$ cat config.mk
export PLATFORM = sky130hd
export DESIGN_NAME = bsi_scan
export DESIGN_NICKNAME = d
export VERILOG_FILES = /design/src/hdl/bsi_pkg.sv /design/src/hdl/bsi_sync.sv /design/src/hdl/bsi_scan.sv
export SDC_FILE = /design/constraint.sdc
export NUM_CORES = 1
export LEC_CHECK = 0
export ABC_AREA = 1
export BUFFER_PORTS_ARGS = -buffer_cell sky130_fd_sc_hd__buf_2
export CAP_MARGIN = 20
export CORE_ASPECT_RATIO = 1.25
export CORE_MARGIN = 2
export CORE_UTILIZATION = 50
export DETAILED_ROUTE_END_ITERATION = 7
export GPL_TIMING_DRIVEN = 0
export PLACE_DENSITY = 0.69
export SETUP_SLACK_MARGIN = 0.4
export SYNTH_ARGS = -nofsm -noshare
export SYNTH_HDL_FRONTEND = slang
export SYNTH_SLANG_ARGS = --single-unit
$ cat constraint.sdc
create_clock -name clock -period 24 [get_ports clock]
set_input_delay 1.2 -clock clock [delete_from_list [all_inputs] [get_ports clock]]
set_output_delay 1.2 -clock clock [all_outputs]
set_load 0.01 [all_outputs]
$ cat src/hdl/bsi_pkg.sv
// Shared constants and types for the boundary-scan instruction logic
package bsi_pkg;

	localparam int         IR_W       = 3;
	localparam int         ID_W       = 32;
	localparam logic [2:0] IR_EXTEST  = 3'h0;
	localparam logic [2:0] IR_IDCODE  = 3'h1;
	localparam logic [2:0] IR_SAMPLEZ = 3'h2;
	localparam logic [2:0] IR_SAMPLE  = 3'h4;
	localparam logic [2:0] IR_BYPASS  = 3'h7;
	localparam logic [2:0] IR_CAPTURE = 3'h1;
	localparam logic [2:0] IR_RESET   = IR_IDCODE;
	localparam logic [1:0] SYNC_RESET = 2'h0;

	typedef struct packed {
		logic tck;
		logic tms;
		logic tdi;
	} bsi_tap_pins_t;

	typedef enum logic [15:0] {
		S_TLR   = 16'h0001,
		S_RTI   = 16'h0002,
		S_SELDR = 16'h0004,
		S_CAPDR = 16'h0008,
		S_SHDR  = 16'h0010,
		S_EX1DR = 16'h0020,
		S_PADR  = 16'h0040,
		S_EX2DR = 16'h0080,
		S_UPDR  = 16'h0100,
		S_SELIR = 16'h0200,
		S_CAPIR = 16'h0400,
		S_SHIR  = 16'h0800,
		S_EX1IR = 16'h1000,
		S_PAIR  = 16'h2000,
		S_EX2IR = 16'h4000,
		S_UPIR  = 16'h8000
	} bsi_tap_state_t;

	typedef enum logic [2:0] {
		PATH_BYP = 3'h1,
		PATH_ID  = 3'h2,
		PATH_BSR = 3'h4
	} bsi_path_t;

endpackage

$ cat src/hdl/bsi_sync.sv
// Two-flop synchroniser for inputs arriving from outside the clock domain
`timescale 1ns/1ps
module bsi_sync #(
	parameter int W = 1
) (
	input  wire logic         clock,
	input  wire logic         sys_rst,
	input  wire logic         ce,
	input  wire logic [W-1:0] d,
	output logic      [W-1:0] q
);
	if (W < 1) begin : g_check
		$error("bsi_sync: width must be at least one");
	end

	logic [W-1:0] meta_reg;

	always_ff @(posedge clock or posedge sys_rst) begin
		if (sys_rst) begin
			meta_reg <= '0;
			q        <= '0;
		end else if (ce) begin
			meta_reg <= d;
			q        <= meta_reg;
		end
	end
endmodule

$ cat src/hdl/bsi_scan.sv
// Boundary-scan test port: TAP sequencing, instruction decode and scan registers
`timescale 1ns/1ps
module bsi_scan
	import bsi_pkg::*;
#(
	parameter int          IN_W     = 73,
	parameter int          Q_W      = 36,
	parameter logic [31:0] ID_VALUE = 32'h0000_0001  // Arbitrary value
) (
	input  wire logic              clock,
	input  wire logic              sys_rst,
	input  wire logic              ce,
	input  wire bsi_tap_pins_t     tapPins,
	input  wire logic              tmsDriven,
	input  wire logic              tdiDriven,
	input  wire logic [IN_W-1:0]   memIn,
	input  wire logic [Q_W-1:0]    qPadIn,
	input  wire logic [Q_W-1:0]    coreQ,
	input  wire logic              coreQOe,
	output logic      [Q_W-1:0]    qOut,
	output logic                   qOe,
	output logic                   tdo,
	output logic                   tdoOe
);
	localparam int BSR_W  = IN_W + Q_W;
	localparam int SYNC_W = 3 + BSR_W;

	if (IN_W < 1 || Q_W < 1 || ID_VALUE[0] != 1'b1) begin : g_check
		$error("bsi_scan: bad widths or identification value");
	end

	bsi_tap_pins_t   pinsRaw;
	bsi_tap_pins_t   pinsSync;
	logic [IN_W-1:0] memInSync;
	logic [Q_W-1:0]  qPadSync;
	logic            tckPrev_reg;
	logic            tckRise;
	logic            tckFall;
	bsi_tap_state_t  tapState_reg;
	bsi_tap_state_t  tapState_next;
	logic [IR_W-1:0] irShift_reg;
	logic [IR_W-1:0] ir_reg;
	logic [ID_W-1:0] idShift_reg;
	logic            bypass_reg;
	logic [BSR_W-1:0] bsrShift_reg;
	logic [BSR_W-1:0] bsrUpd_reg;
	bsi_path_t       path;

	// Floating TMS/TDI behave as tied high
	always_comb begin
		pinsRaw.tck = tapPins.tck;
		pinsRaw.tms = tmsDriven ? tapPins.tms : 1'b1;
		pinsRaw.tdi = tdiDriven ? tapPins.tdi : 1'b1;
	end

	// Memory pins change on their own clock; capture is only repeatable if held still
	bsi_sync #(.W(SYNC_W)) u_sync (
		.clock   (clock),
		.sys_rst (sys_rst),
		.ce      (ce),
		.d       ({pinsRaw, memIn, qPadIn}),
		.q       ({pinsSync, memInSync, qPadSync})
	);

	always_ff @(posedge clock or posedge sys_rst) begin
		if (sys_rst) begin
			tckPrev_reg <= 1'b0;
		end else if (ce) begin
			tckPrev_reg <= pinsSync.tck;
		end
	end
	assign tckRise = pinsSync.tck & ~tckPrev_reg;
	assign tckFall = ~pinsSync.tck & tckPrev_reg;

	function automatic bsi_tap_state_t tapNext(bsi_tap_state_t s, logic tms);
		unique case (s)
			S_TLR:   tapNext = tms ? S_TLR   : S_RTI;
			S_RTI:   tapNext = tms ? S_SELDR : S_RTI;
			S_SELDR: tapNext = tms ? S_SELIR : S_CAPDR;
			S_CAPDR: tapNext = tms ? S_EX1DR : S_SHDR;
			S_SHDR:  tapNext = tms ? S_EX1DR : S_SHDR;
			S_EX1DR: tapNext = tms ? S_UPDR  : S_PADR;
			S_PADR:  tapNext = tms ? S_EX2DR : S_PADR;
			S_EX2DR: tapNext = tms ? S_UPDR  : S_SHDR;
			S_UPDR:  tapNext = tms ? S_SELDR : S_RTI;
			S_SELIR: tapNext = tms ? S_TLR   : S_CAPIR;
			S_CAPIR: tapNext = tms ? S_EX1IR : S_SHIR;
			S_SHIR:  tapNext = tms ? S_EX1IR : S_SHIR;
			S_EX1IR: tapNext = tms ? S_UPIR  : S_PAIR;
			S_PAIR:  tapNext = tms ? S_EX2IR : S_PAIR;
			S_EX2IR: tapNext = tms ? S_UPIR  : S_SHIR;
			S_UPIR:  tapNext = tms ? S_SELDR : S_RTI;
			default: tapNext = S_TLR;
		endcase
	endfunction

	function automatic bsi_path_t pathOf(logic [IR_W-1:0] ir);
		unique case (ir)
			IR_IDCODE:                        pathOf = PATH_ID;
			IR_EXTEST, IR_SAMPLE, IR_SAMPLEZ: pathOf = PATH_BSR;
			default:                          pathOf = PATH_BYP;
		endcase
	endfunction

	assign tapState_next = tapNext(tapState_reg, pinsSync.tms);
	assign path          = pathOf(ir_reg);

	always_ff @(posedge clock or posedge sys_rst) begin
		if (sys_rst) begin
			tapState_reg <= S_TLR;
		end else if (ce && tckRise) begin
			tapState_reg <= tapState_next;
		end
	end

	// Instruction register: capture and shift on rising TCK, update on falling TCK
	always_ff @(posedge clock or posedge sys_rst) begin
		if (sys_rst) begin
			irShift_reg <= IR_CAPTURE;
			ir_reg      <= IR_RESET;
		end else if (ce) begin
			if (tapState_reg == S_TLR) begin
				ir_reg <= IR_RESET;
			end else if (tckFall && tapState_reg == S_UPIR) begin
				ir_reg <= irShift_reg;
			end
			if (tckRise && tapState_reg == S_CAPIR) begin
				irShift_reg <= IR_CAPTURE;
			end else if (tckRise && tapState_reg == S_SHIR) begin
				irShift_reg <= {pinsSync.tdi, irShift_reg[IR_W-1:1]};
			end
		end
	end

	// Data registers: capture and shift on rising TCK
	always_ff @(posedge clock or posedge sys_rst) begin
		if (sys_rst) begin
			idShift_reg  <= '0;
			bypass_reg   <= 1'b0;
			bsrShift_reg <= '0;
		end else if (ce && tckRise) begin
			if (tapState_reg == S_CAPDR) begin
				unique case (path)
					PATH_ID:  idShift_reg  <= ID_VALUE;
					PATH_BSR: bsrShift_reg <= {qPadSync, memInSync};
					PATH_BYP: bypass_reg   <= 1'b0;
				endcase
			end else if (tapState_reg == S_SHDR) begin
				unique case (path)
					PATH_ID:  idShift_reg  <= {pinsSync.tdi, idShift_reg[ID_W-1:1]};
					PATH_BSR: bsrShift_reg <= {pinsSync.tdi, bsrShift_reg[BSR_W-1:1]};
					PATH_BYP: bypass_reg   <= pinsSync.tdi;
				endcase
			end
		end
	end

	// Update latch holds preload data for a later EXTEST
	always_ff @(posedge clock or posedge sys_rst) begin
		if (sys_rst) begin
			bsrUpd_reg <= '0;
		end else if (ce && tckFall && tapState_reg == S_UPDR && path == PATH_BSR && ir_reg != IR_SAMPLEZ) begin
			bsrUpd_reg <= bsrShift_reg;
		end
	end

	// TDO changes on falling TCK so the far end samples it stable
	always_ff @(posedge clock or posedge sys_rst) begin
		if (sys_rst) begin
			tdo   <= 1'b0;
			tdoOe <= 1'b0;
		end else if (ce && tckFall) begin
			tdoOe <= (tapState_reg == S_SHDR) || (tapState_reg == S_SHIR);
			if (tapState_reg == S_SHIR) begin
				tdo <= irShift_reg[0];
			end else begin
				unique case (path)
					PATH_ID:  tdo <= idShift_reg[0];
					PATH_BSR: tdo <= bsrShift_reg[0];
					PATH_BYP: tdo <= bypass_reg;
				endcase
			end
		end
	end

	// Read-data pin drive
	always_ff @(posedge clock or posedge sys_rst) begin
		if (sys_rst) begin
			qOut <= '0;
			qOe  <= 1'b0;
		end else if (ce) begin
			if (ir_reg == IR_EXTEST) begin
				qOut <= bsrUpd_reg[BSR_W-1:IN_W];
				qOe  <= 1'b1;
			end else if (ir_reg == IR_SAMPLEZ) begin
				qOut <= coreQ;
				qOe  <= 1'b0;
			end else begin
				qOut <= coreQ;
				qOe  <= coreQOe;
			end
		end
	end
endmodule

# == Yosys cells after proc, flatten, opt, wreduce, memory -nomap -nowiden ==
# Index checks and enable logic that the tools add are counted.
# Widths: inputs -> output; s select.
# word_totals
in_bits,154
wordCells,100
reg_bits,537
# classes
mux,37
bitwise_logic,4
eq_ne,23
n_reduce_logical,22
# op_table
op,count
$mux 109,4
$pmux 16 s12,1
$mux 32,4
$mux 36,1
$mux 16,2
$mux 9,2
$eq 16x1->1 const B,1
$eq 16x10->1 const B,1
$eq 16x11->1 const B,1
$eq 16x12->1 const B,1
$eq 16x13->1 const B,1
$eq 16x14->1 const B,1
$eq 16x15->1 const B,1
$eq 16x16->1 const B,1
$eq 16x2->1 const B,1
$eq 16x3->1 const B,1
$eq 16x4->1 const B,1
$eq 16x5->1 const B,1
$eq 16x6->1 const B,1
$eq 16x7->1 const B,1
$eq 16x8->1 const B,1
$eq 16x9->1 const B,1
$mux 15,1
$mux 3,5
23 further kinds,50

# == Logic depth before layout (Yosys ltp) ==
# Gate-level depths: netlist (run 1).
# logic_depth
word_depth,7
depth_mapped,12

# == Cells and area by module ==
# Synthesis (run 1) repeated with hierarchy kept, for this count alone.
# unflattened
hier_cells,2246
hier_area_um2,19349.8
# modules_own_cells
module,seq_area_each_um2,area_per_inst_um2,n_inst,cells_each
bsi_scan,6009.5,10869.2,1,1299
bsi_sync,5605.4,8480.6,1,947

# == Worst setup path before layout (run 1) ==
# No wires, ideal clock.
# synth_timing
path_type,input port to flip-flop
startpoint,input ce
endpoint,register bsrUpd_reg[77]
slack_ps,21664
arrival_time_ps,2204
t_required_ps,23868
path_stages,8
n_path_buf,1
cell_sequence,inv_2 nor3_4 inv_1 nor3_1 nand3_2 clkbuf_1 nand2_1 o21ai_0
# synth_via
elab_chain_len,4
# synth_rtl
element,line_no,text
from (decl),bsi_scan.sv:12,"input wire logic ce,"
$logic_and 1x1->1 (4 in a row),bsi_scan.sv:162,end else if (ce && tckFall && tapState_reg == S_UPDR && path == PATH_BSR && ir_reg != IR_SAMPLEZ) begin
to (signal assigned),bsi_scan.sv:163,bsrUpd_reg <= bsrShift_reg;
to (decl),bsi_scan.sv:46,logic [BSR_W-1:0] bsrUpd_reg;
# No other way between the ends.
# A chain may end at the register's enable or synchronous reset.

==> qor.txt, run 1 <==
Seq pwr share - 49.7%
TritonCTS clock tree - yes
Layout cell share with drive strength beyond 1 - 12.8%
Post-synth EDFFs - 0
Critical Path AT - 3370 ps
Area added between synthesis and finish - 16.2%
HP Class - flip-flop to flip-flop
Grt ovf - 0
Core box area - 37,900 um2
M3 GR Usage - 3.17%
Main combinational cell family by area after synthesis - simple AND/OR/NAND/NOR gates
Initial antenna violation count - 0
Via count - 14,998
LEAKAGE - 11.1 nW
Post-DP HPWL - 31,600 um
Pre-CTS setup slack - 20,470 ps
Number of post-CTS setup repair buffers - 0
Fin crit share - 12.0%
Max Cap Viol - 0
Clk sinks - 464
Largest net degree at the start of global routing - 134
Drt total wl - 45,000 um
Grt met1 use - 30.4%
Gpl congestion - 0.830
CP Capture Type - flip-flop
Sw frac - 25.5%
Count leader, synth - nand2_1
PortBufs - 192
Fin nets - 2,591
FILL cells - 3,455
Final hold vios - 0
Initial drt markers - 921
Vias in the first global route - 15,142
DIE AREA - 39,900 um2
Synthesized cell area - 19,100 um2
Seq cells post-synth - 464
Ant diodes - 0
Clock Pin Slew Worst Setup and Hold Paths - 60 ps
Busiest layer in global routing - met2
F_max - 348 MHz
First-pass GRT wire length - 74,900 um
Vias per inst - 5.06
Initial core utilization - 50.4%
DIE WIDTH - 179 um
Minimum clock period - 2880 ps
Setup Skew - 22.1 ps
Endpoints failing setup - 0
DRT antenna net count - 0
TritonCTS Buffers - 44
Slew headroom - 28.7%
CTS root buf - clkbuf_16
Drt pass-1 iters - 5
Slew @ Worst Pin - 1070 ps
Required @ worst endpoint - 24,490 ps
GRT Resource Usage Total - 23.4%
Synth warn - 0
Most used cell, CP - buf_2
Post-Synth XOR/XNOR Area - 0%
DRC viols - 0
Status - finished, final reports clean
Cells along the critical path - buf_2 -> buf_2 -> buf_2 -> clkbuf_1 -> clkbuf_1 -> nand2_1 -> nand2_1
Grt met2 use - 40.1%
Critical path's top delay family - buffers and inverters
Comb pwr share - 10.6%
P per Cell Area - 78.7 nW/um2
Ports - 193
Post-synthesis sequential area ratio - 60.7%
Max-slew violation count - 0
Cts repair resizes - 0
Ys flop type - dfrtp_1
Post-synth top area cell - dfrtp_1
Worst-skew pair later-pin latency - 560 ps
Sequential cell area - 11,600 um2
Syn Area/Cell - 8.71 um2
Internal - 1.30 mW
Crit-path max FO - 10
Buf/Inv on CP - 5
Final setup TNS - 0 ps
Startpoint Class - input port
Asr flop ratio synth - 100%
Synth Area in Compound Gates - 14.7%
Htree depth - 2
Simple-Gate Fraction of Synth Area - 17.8%
Die height - 223 um
Post-synth top cells - nand2_1 (663), dfrtp_1 (461), o21ai_0 (335), inv_1 (181), nor2_1 (144)
Critical Path Max Stage Delay - 620 ps
Post-Synthesis Cells - 2,196
Net switching power - 0.447 mW
Clk pwr share - 39.7%
Post-detailed-route wirelength per cell - 15.2 um
Distinct cell type count after synthesis - 31
CP max stage cell - clkbuf_1
Rows - 80
Synth top area cells - dfrtp_1 (60%), nand2_1 (13%), o21ai_0 (8.8%)
# hold bufs at CTS - 0
Multi-input logic area - 6210 um2
Post-Syn Nets - 2,350
Max IR drop VDD - 48.6 uV
CTS max path bufs - 3
Adder-cell share of the synthesized area - 0%
Multiplexer share of the synthesized area - 0%
Post-synth top area share - 60.3%
RSZ-0062 raised after global routing - false
Critical path type - input port to flip-flop
Setup ws final - 21,130 ps
[per-stage QoR]
step                std cells  area [um2]  util [%]  hold WS [ps]  total power, mW
finish                   2962       22200      58.6           469             1.75
global route             2962       22200      58.6           490             1.83
CTS                      2962       22200      58.6           470             1.77
detailed placement       2883       20800      54.8           459             1.07
global placement         2880       20700      54.6           455             1.06
floorplan                2196       19100         -           437            0.997
[cell families (layout without fill, tap and decap cells)]
logic type      Yosys count  after routing
simple gates            872            872
compound gates          544            544
flops                   464            464
buf+inv                 316            590
[worst reg2reg max path: stages, from the launching register on]
cell	delay, ps
dfstp_2	560
nor2_1	80
nand2_1	70
nor2_1	70
nand2_2	180
buf_2	420
clkbuf_1	590
nor2_1	120
a21oi_1	190
o21ai_1	80
[layout make-up]
| cell class | instances | share of cell area [%] |
|---|---|---|
| plain buffers | 133 | 2.80 |
| clock buffers | 68 | 5.81 |
| clock inverters | 11 | 0.664 |
| inverters | 183 | 3.12 |
| multi-input cells | 1416 | 27.9 |
| flip-flops and latches | 464 | 52.2 |
| well taps | 492 | 2.77 |
| repair buffers | 195 | 4.69 |
[worst paths after layout]
check	from	end	slack (ps)	cells past startpoint
setup / recovery	ce	u_sync.meta_reg[44]	21130	7
max in group asynchronous	sys_rst	u_sync.meta_reg[3]	21700	4
min in group asynchronous	sys_rst	u_sync.q[87]	790	2
hold / removal	u_sync.meta_reg[103]	u_sync.meta_reg[103]	470	2
hold reg to reg	u_sync.meta_reg[103]	u_sync.meta_reg[103]	470	2
setup reg to reg	tapState_reg[0]	bsrShift_reg[5]	21530	9
[layout by cell type (no fill, tap or decap), drive strengths merged]
cell type,n
o211ai,1
a22oi,2
nor4,2
bufinv,3
nand4,3
clkbuf,168
nor2,150
clkinvlp,1
dfrtp,461
nand3,42
a32o,1
nand2,665
inv,183
a21oi,79
dfstp,3
buf,228
o21ai,446
o21a,2
o31ai,1
clkinv,7
o22ai,12
nor3,10
[routing by layer]
layer / wire, um / vias to the layer above
li1: - / 7467
met1: 19700 / 7153
met2: 22100 / 305
met3: 1870 / 73
met4: 1360 / 0
met5: 0 / -
[power groups by stage]
stage | logic (mW) | registers [mW] | clock network [mW]
final | 0.186 | 0.869 | 0.695
after global routing | 0.214 | 0.875 | 0.743
after CTS | 0.188 | 0.869 | 0.711
after detailed placement | 0.186 | 0.883 | 0
after global placement | 0.180 | 0.882 | 0
after floorplan | 0.115 | 0.882 | 0
No activity file was read; power rests on OpenSTA's default activity.
==> inputs of run 2 (changes only) <==
Settings changed: PLACE_DENSITY 0.69 to 0.72.
Clock period 24 ns to 2.6 ns, I/O delays scaled along.
==> qor.txt, run 2 (synthesized netlist as in run 1, its figures left out) <==
R2R setup slack - 430 ps (-21,100 ps)
PortBufs - 192 (unchanged)
First-pass GRT wire length - 77,800 um (+3.9%)
Post-detailed-route wirelength per cell - 15.2 um (+0.28%)
Endpoints failing setup - 0 (unchanged)
GRT Resource Usage Total - 24.4% (+1.0 points)
Net switching power - 4.25 mW (+850%)
CP max stage cell - dfstp_2
Fin crit share - 83.5%
Post-DP HPWL - 32,700 um (+3.2%)
DIE WIDTH - 179 um (unchanged)
Initial antenna violation count - 1 (+1)
Drt total wl - 47,700 um (+5.9%)
HP Class - input port to asynchronous set/reset pin
Area added between synthesis and finish - 25.8%
Setup Skew - 19.2 ps (-2.92 ps)
DRT antenna net count - 0 (unchanged)
Drt pass-1 iters - 5 (unchanged)
Grt ovf - 0 (unchanged)
Clock Pin Slew Worst Setup and Hold Paths - 70 ps (about the same)
Final hold vios - 0 (unchanged)
Vias in the first global route - 15,931 (+5.2%)
Worst hold margin - 193 ps (-276 ps)
Clk pwr share - 40.2% (+0.5 points)
DP Cell Count - 2,891 (+0.28%)
RSZ-0062 raised after global routing - true
TritonCTS Buffers - 44 (unchanged)
Pre-CTS setup slack - 145 ps (-20,330 ps)
Internal - 12.4 mW (+850%)
Setup ws final - 430 ps (-20,690 ps)
TritonCTS clock tree - yes
Commonest non-fill, non-tap cells in the layout - nand2_1 (662), dfrtp_1 (461), o21ai_0 (335)
Commonest non-fill, non-tap cell in the layout - nand2_1
Rows - 80 (unchanged)
CTS max path bufs - 3 (unchanged)
Fin cells - 3,128 (+5.6%)
F_max - 461 MHz
Required @ worst endpoint - 3020 ps (-21,470 ps)
Clk sinks - 464 (unchanged)
Status - finished, final reports clean
Worst-skew pair later-pin latency - 560 ps (about the same)
Number of post-CTS setup repair buffers - 0 (unchanged)
R2R cell count - 9 (unchanged)
Slew @ Worst Pin - 1060 ps (-9.14 ps)
Comb pwr share - 11.7% (+1.1 points)
Largest net degree at the start of global routing - 47 (-65%)
DRC viols - 0 (unchanged)
Htree depth - 2 (unchanged)
RR Startpoint - tapState_reg[0]
Total power - 16.7 mW (+850%)
Via count - 15,821 (+5.5%)
Most used cell, CP - nand2_1
Die height - 223 um (unchanged)
Crit-path max FO - 10 (unchanged)
Slew headroom - 29.3% (+0.61 points)
Startpoint Class - flip-flop
Minimum clock period - 2170 ps
Gpl congestion - 0.853 (+2.8%)
LEAKAGE - 11.9 nW (+7.2%)
P per Cell Area - 694 nW/um2 (+780%)
Max Cap Viol - 0 (unchanged)
Critical Path AT - 2590 ps (-780 ps)
DIE AREA - 39,900 um2 (unchanged)
CTS root buf - clkbuf_16
Layout cell share with drive strength beyond 1 - 13.5% (+0.68 points)
CP Capture Type - flip-flop
Sw frac - 25.4% (-0.095 points)
Max IR drop VDD - 519 uV (+970%)
Vias per inst - 5.06 (-0.11%)
Critical path type - flip-flop to flip-flop
Reg2reg end - bsrShift_reg[78]
Initial core utilization - 50.4% (unchanged)
Final setup TNS - 0 ps (unchanged)
Initial drt markers - 1,044 (+13%)
Critical Path Max Stage Delay - 570 ps (-50 ps)
Core box area - 37,900 um2 (unchanged)
Max-slew violation count - 0 (unchanged)
Ports - 193 (unchanged)
Seq pwr share - 48.1% (-1.6 points)
Fin nets - 2,753 (+6.3%)
Cells along the critical path - nor2_1 -> nand2_1 -> nor2_2 -> nand2_4 -> buf_2 -> buf_1 -> nand2_1 -> o21ai_0 -> o21ai_1
-- run 2: per-layer routing --
layer / share of wire, % / GRT usage [%] / up-vias / routed length (um)
li1: - / - / 7817 / -
met1: 43 / 31.2 / 7521 / 20400
met2: 49 / 42.0 / 376 / 23600
met3: 4.3 / 3.25 / 107 / 2050
met4: 3.5 / 9.13 / 0 / 1660
met5: 0 / 0 / - / 0
-- run 2: critical path: cells and delay by family (launching register included) --
family | cells | cell delay, ps
simple gates | 5 | 440
buf+inv | 2 | 780
flops | 1 | 570
compound gates | 2 | 250
-- run 2: metrics by stage --
step | util, % | cell area, um2
floorplan | - | 19100
global placement | 54.6 | 20700
detailed placement | 55.2 | 20900
CTS | 63.3 | 24000
global route | 63.4 | 24100
finish | 63.4 | 24100
-- run 2: area by class of cell --
type	count	area (um2)
Buffer	133	643
Clock buffer	62	1320
Multi-Input combinational cell	1416	6240
Tap cell	492	616
Fill cell	3225	13900
Antenna cell	1	2.50
Clock inverter	20	218
Timing Repair inverter	1	5.00
Sequential cell	464	11600
Inverter	183	691
Timing Repair Buffer	356	2710
-- run 2: worst max path at each step --
stage                    startpoint                   to  slack [ps]  cells past startpoint
finish              tapState_reg[0]     bsrShift_reg[78]         430                      9
global route        tapState_reg[6]     bsrShift_reg[72]         310                     11
CTS                 tapState_reg[2]       bsrUpd_reg[82]         400                      9
detailed placement               ce  u_sync.meta_reg[50]         150                      7
global placement            sys_rst  u_sync.meta_reg[48]       -6140                      2
floorplan                   sys_rst      bsrShift_reg[0]       -3810                      1
-- run 2: timing repair --
| action | CTS | global route |
|---|---|---|
| endpoints found under the setup margin | 103 | 225 |
| pin swaps | 0 | 1 |
| endpoints found under the hold margin | 179 | 0 |
| gates cloned | 0 | 1 |
| hold buffers | 153 | 0 |
| gates resized for setup | 7 | 27 |
-- run 2: power by group through the flow --
stage                     combinational, mW  sequential (mW)  clock [mW]
final                                  1.95             8.02        6.71
after global routing                   2.22             8.07        7.11
after CTS                              1.94             8.02        6.84
after detailed placement               1.74             8.15           0
after global placement                 1.66             8.14           0
after floorplan                        1.06             8.14           0
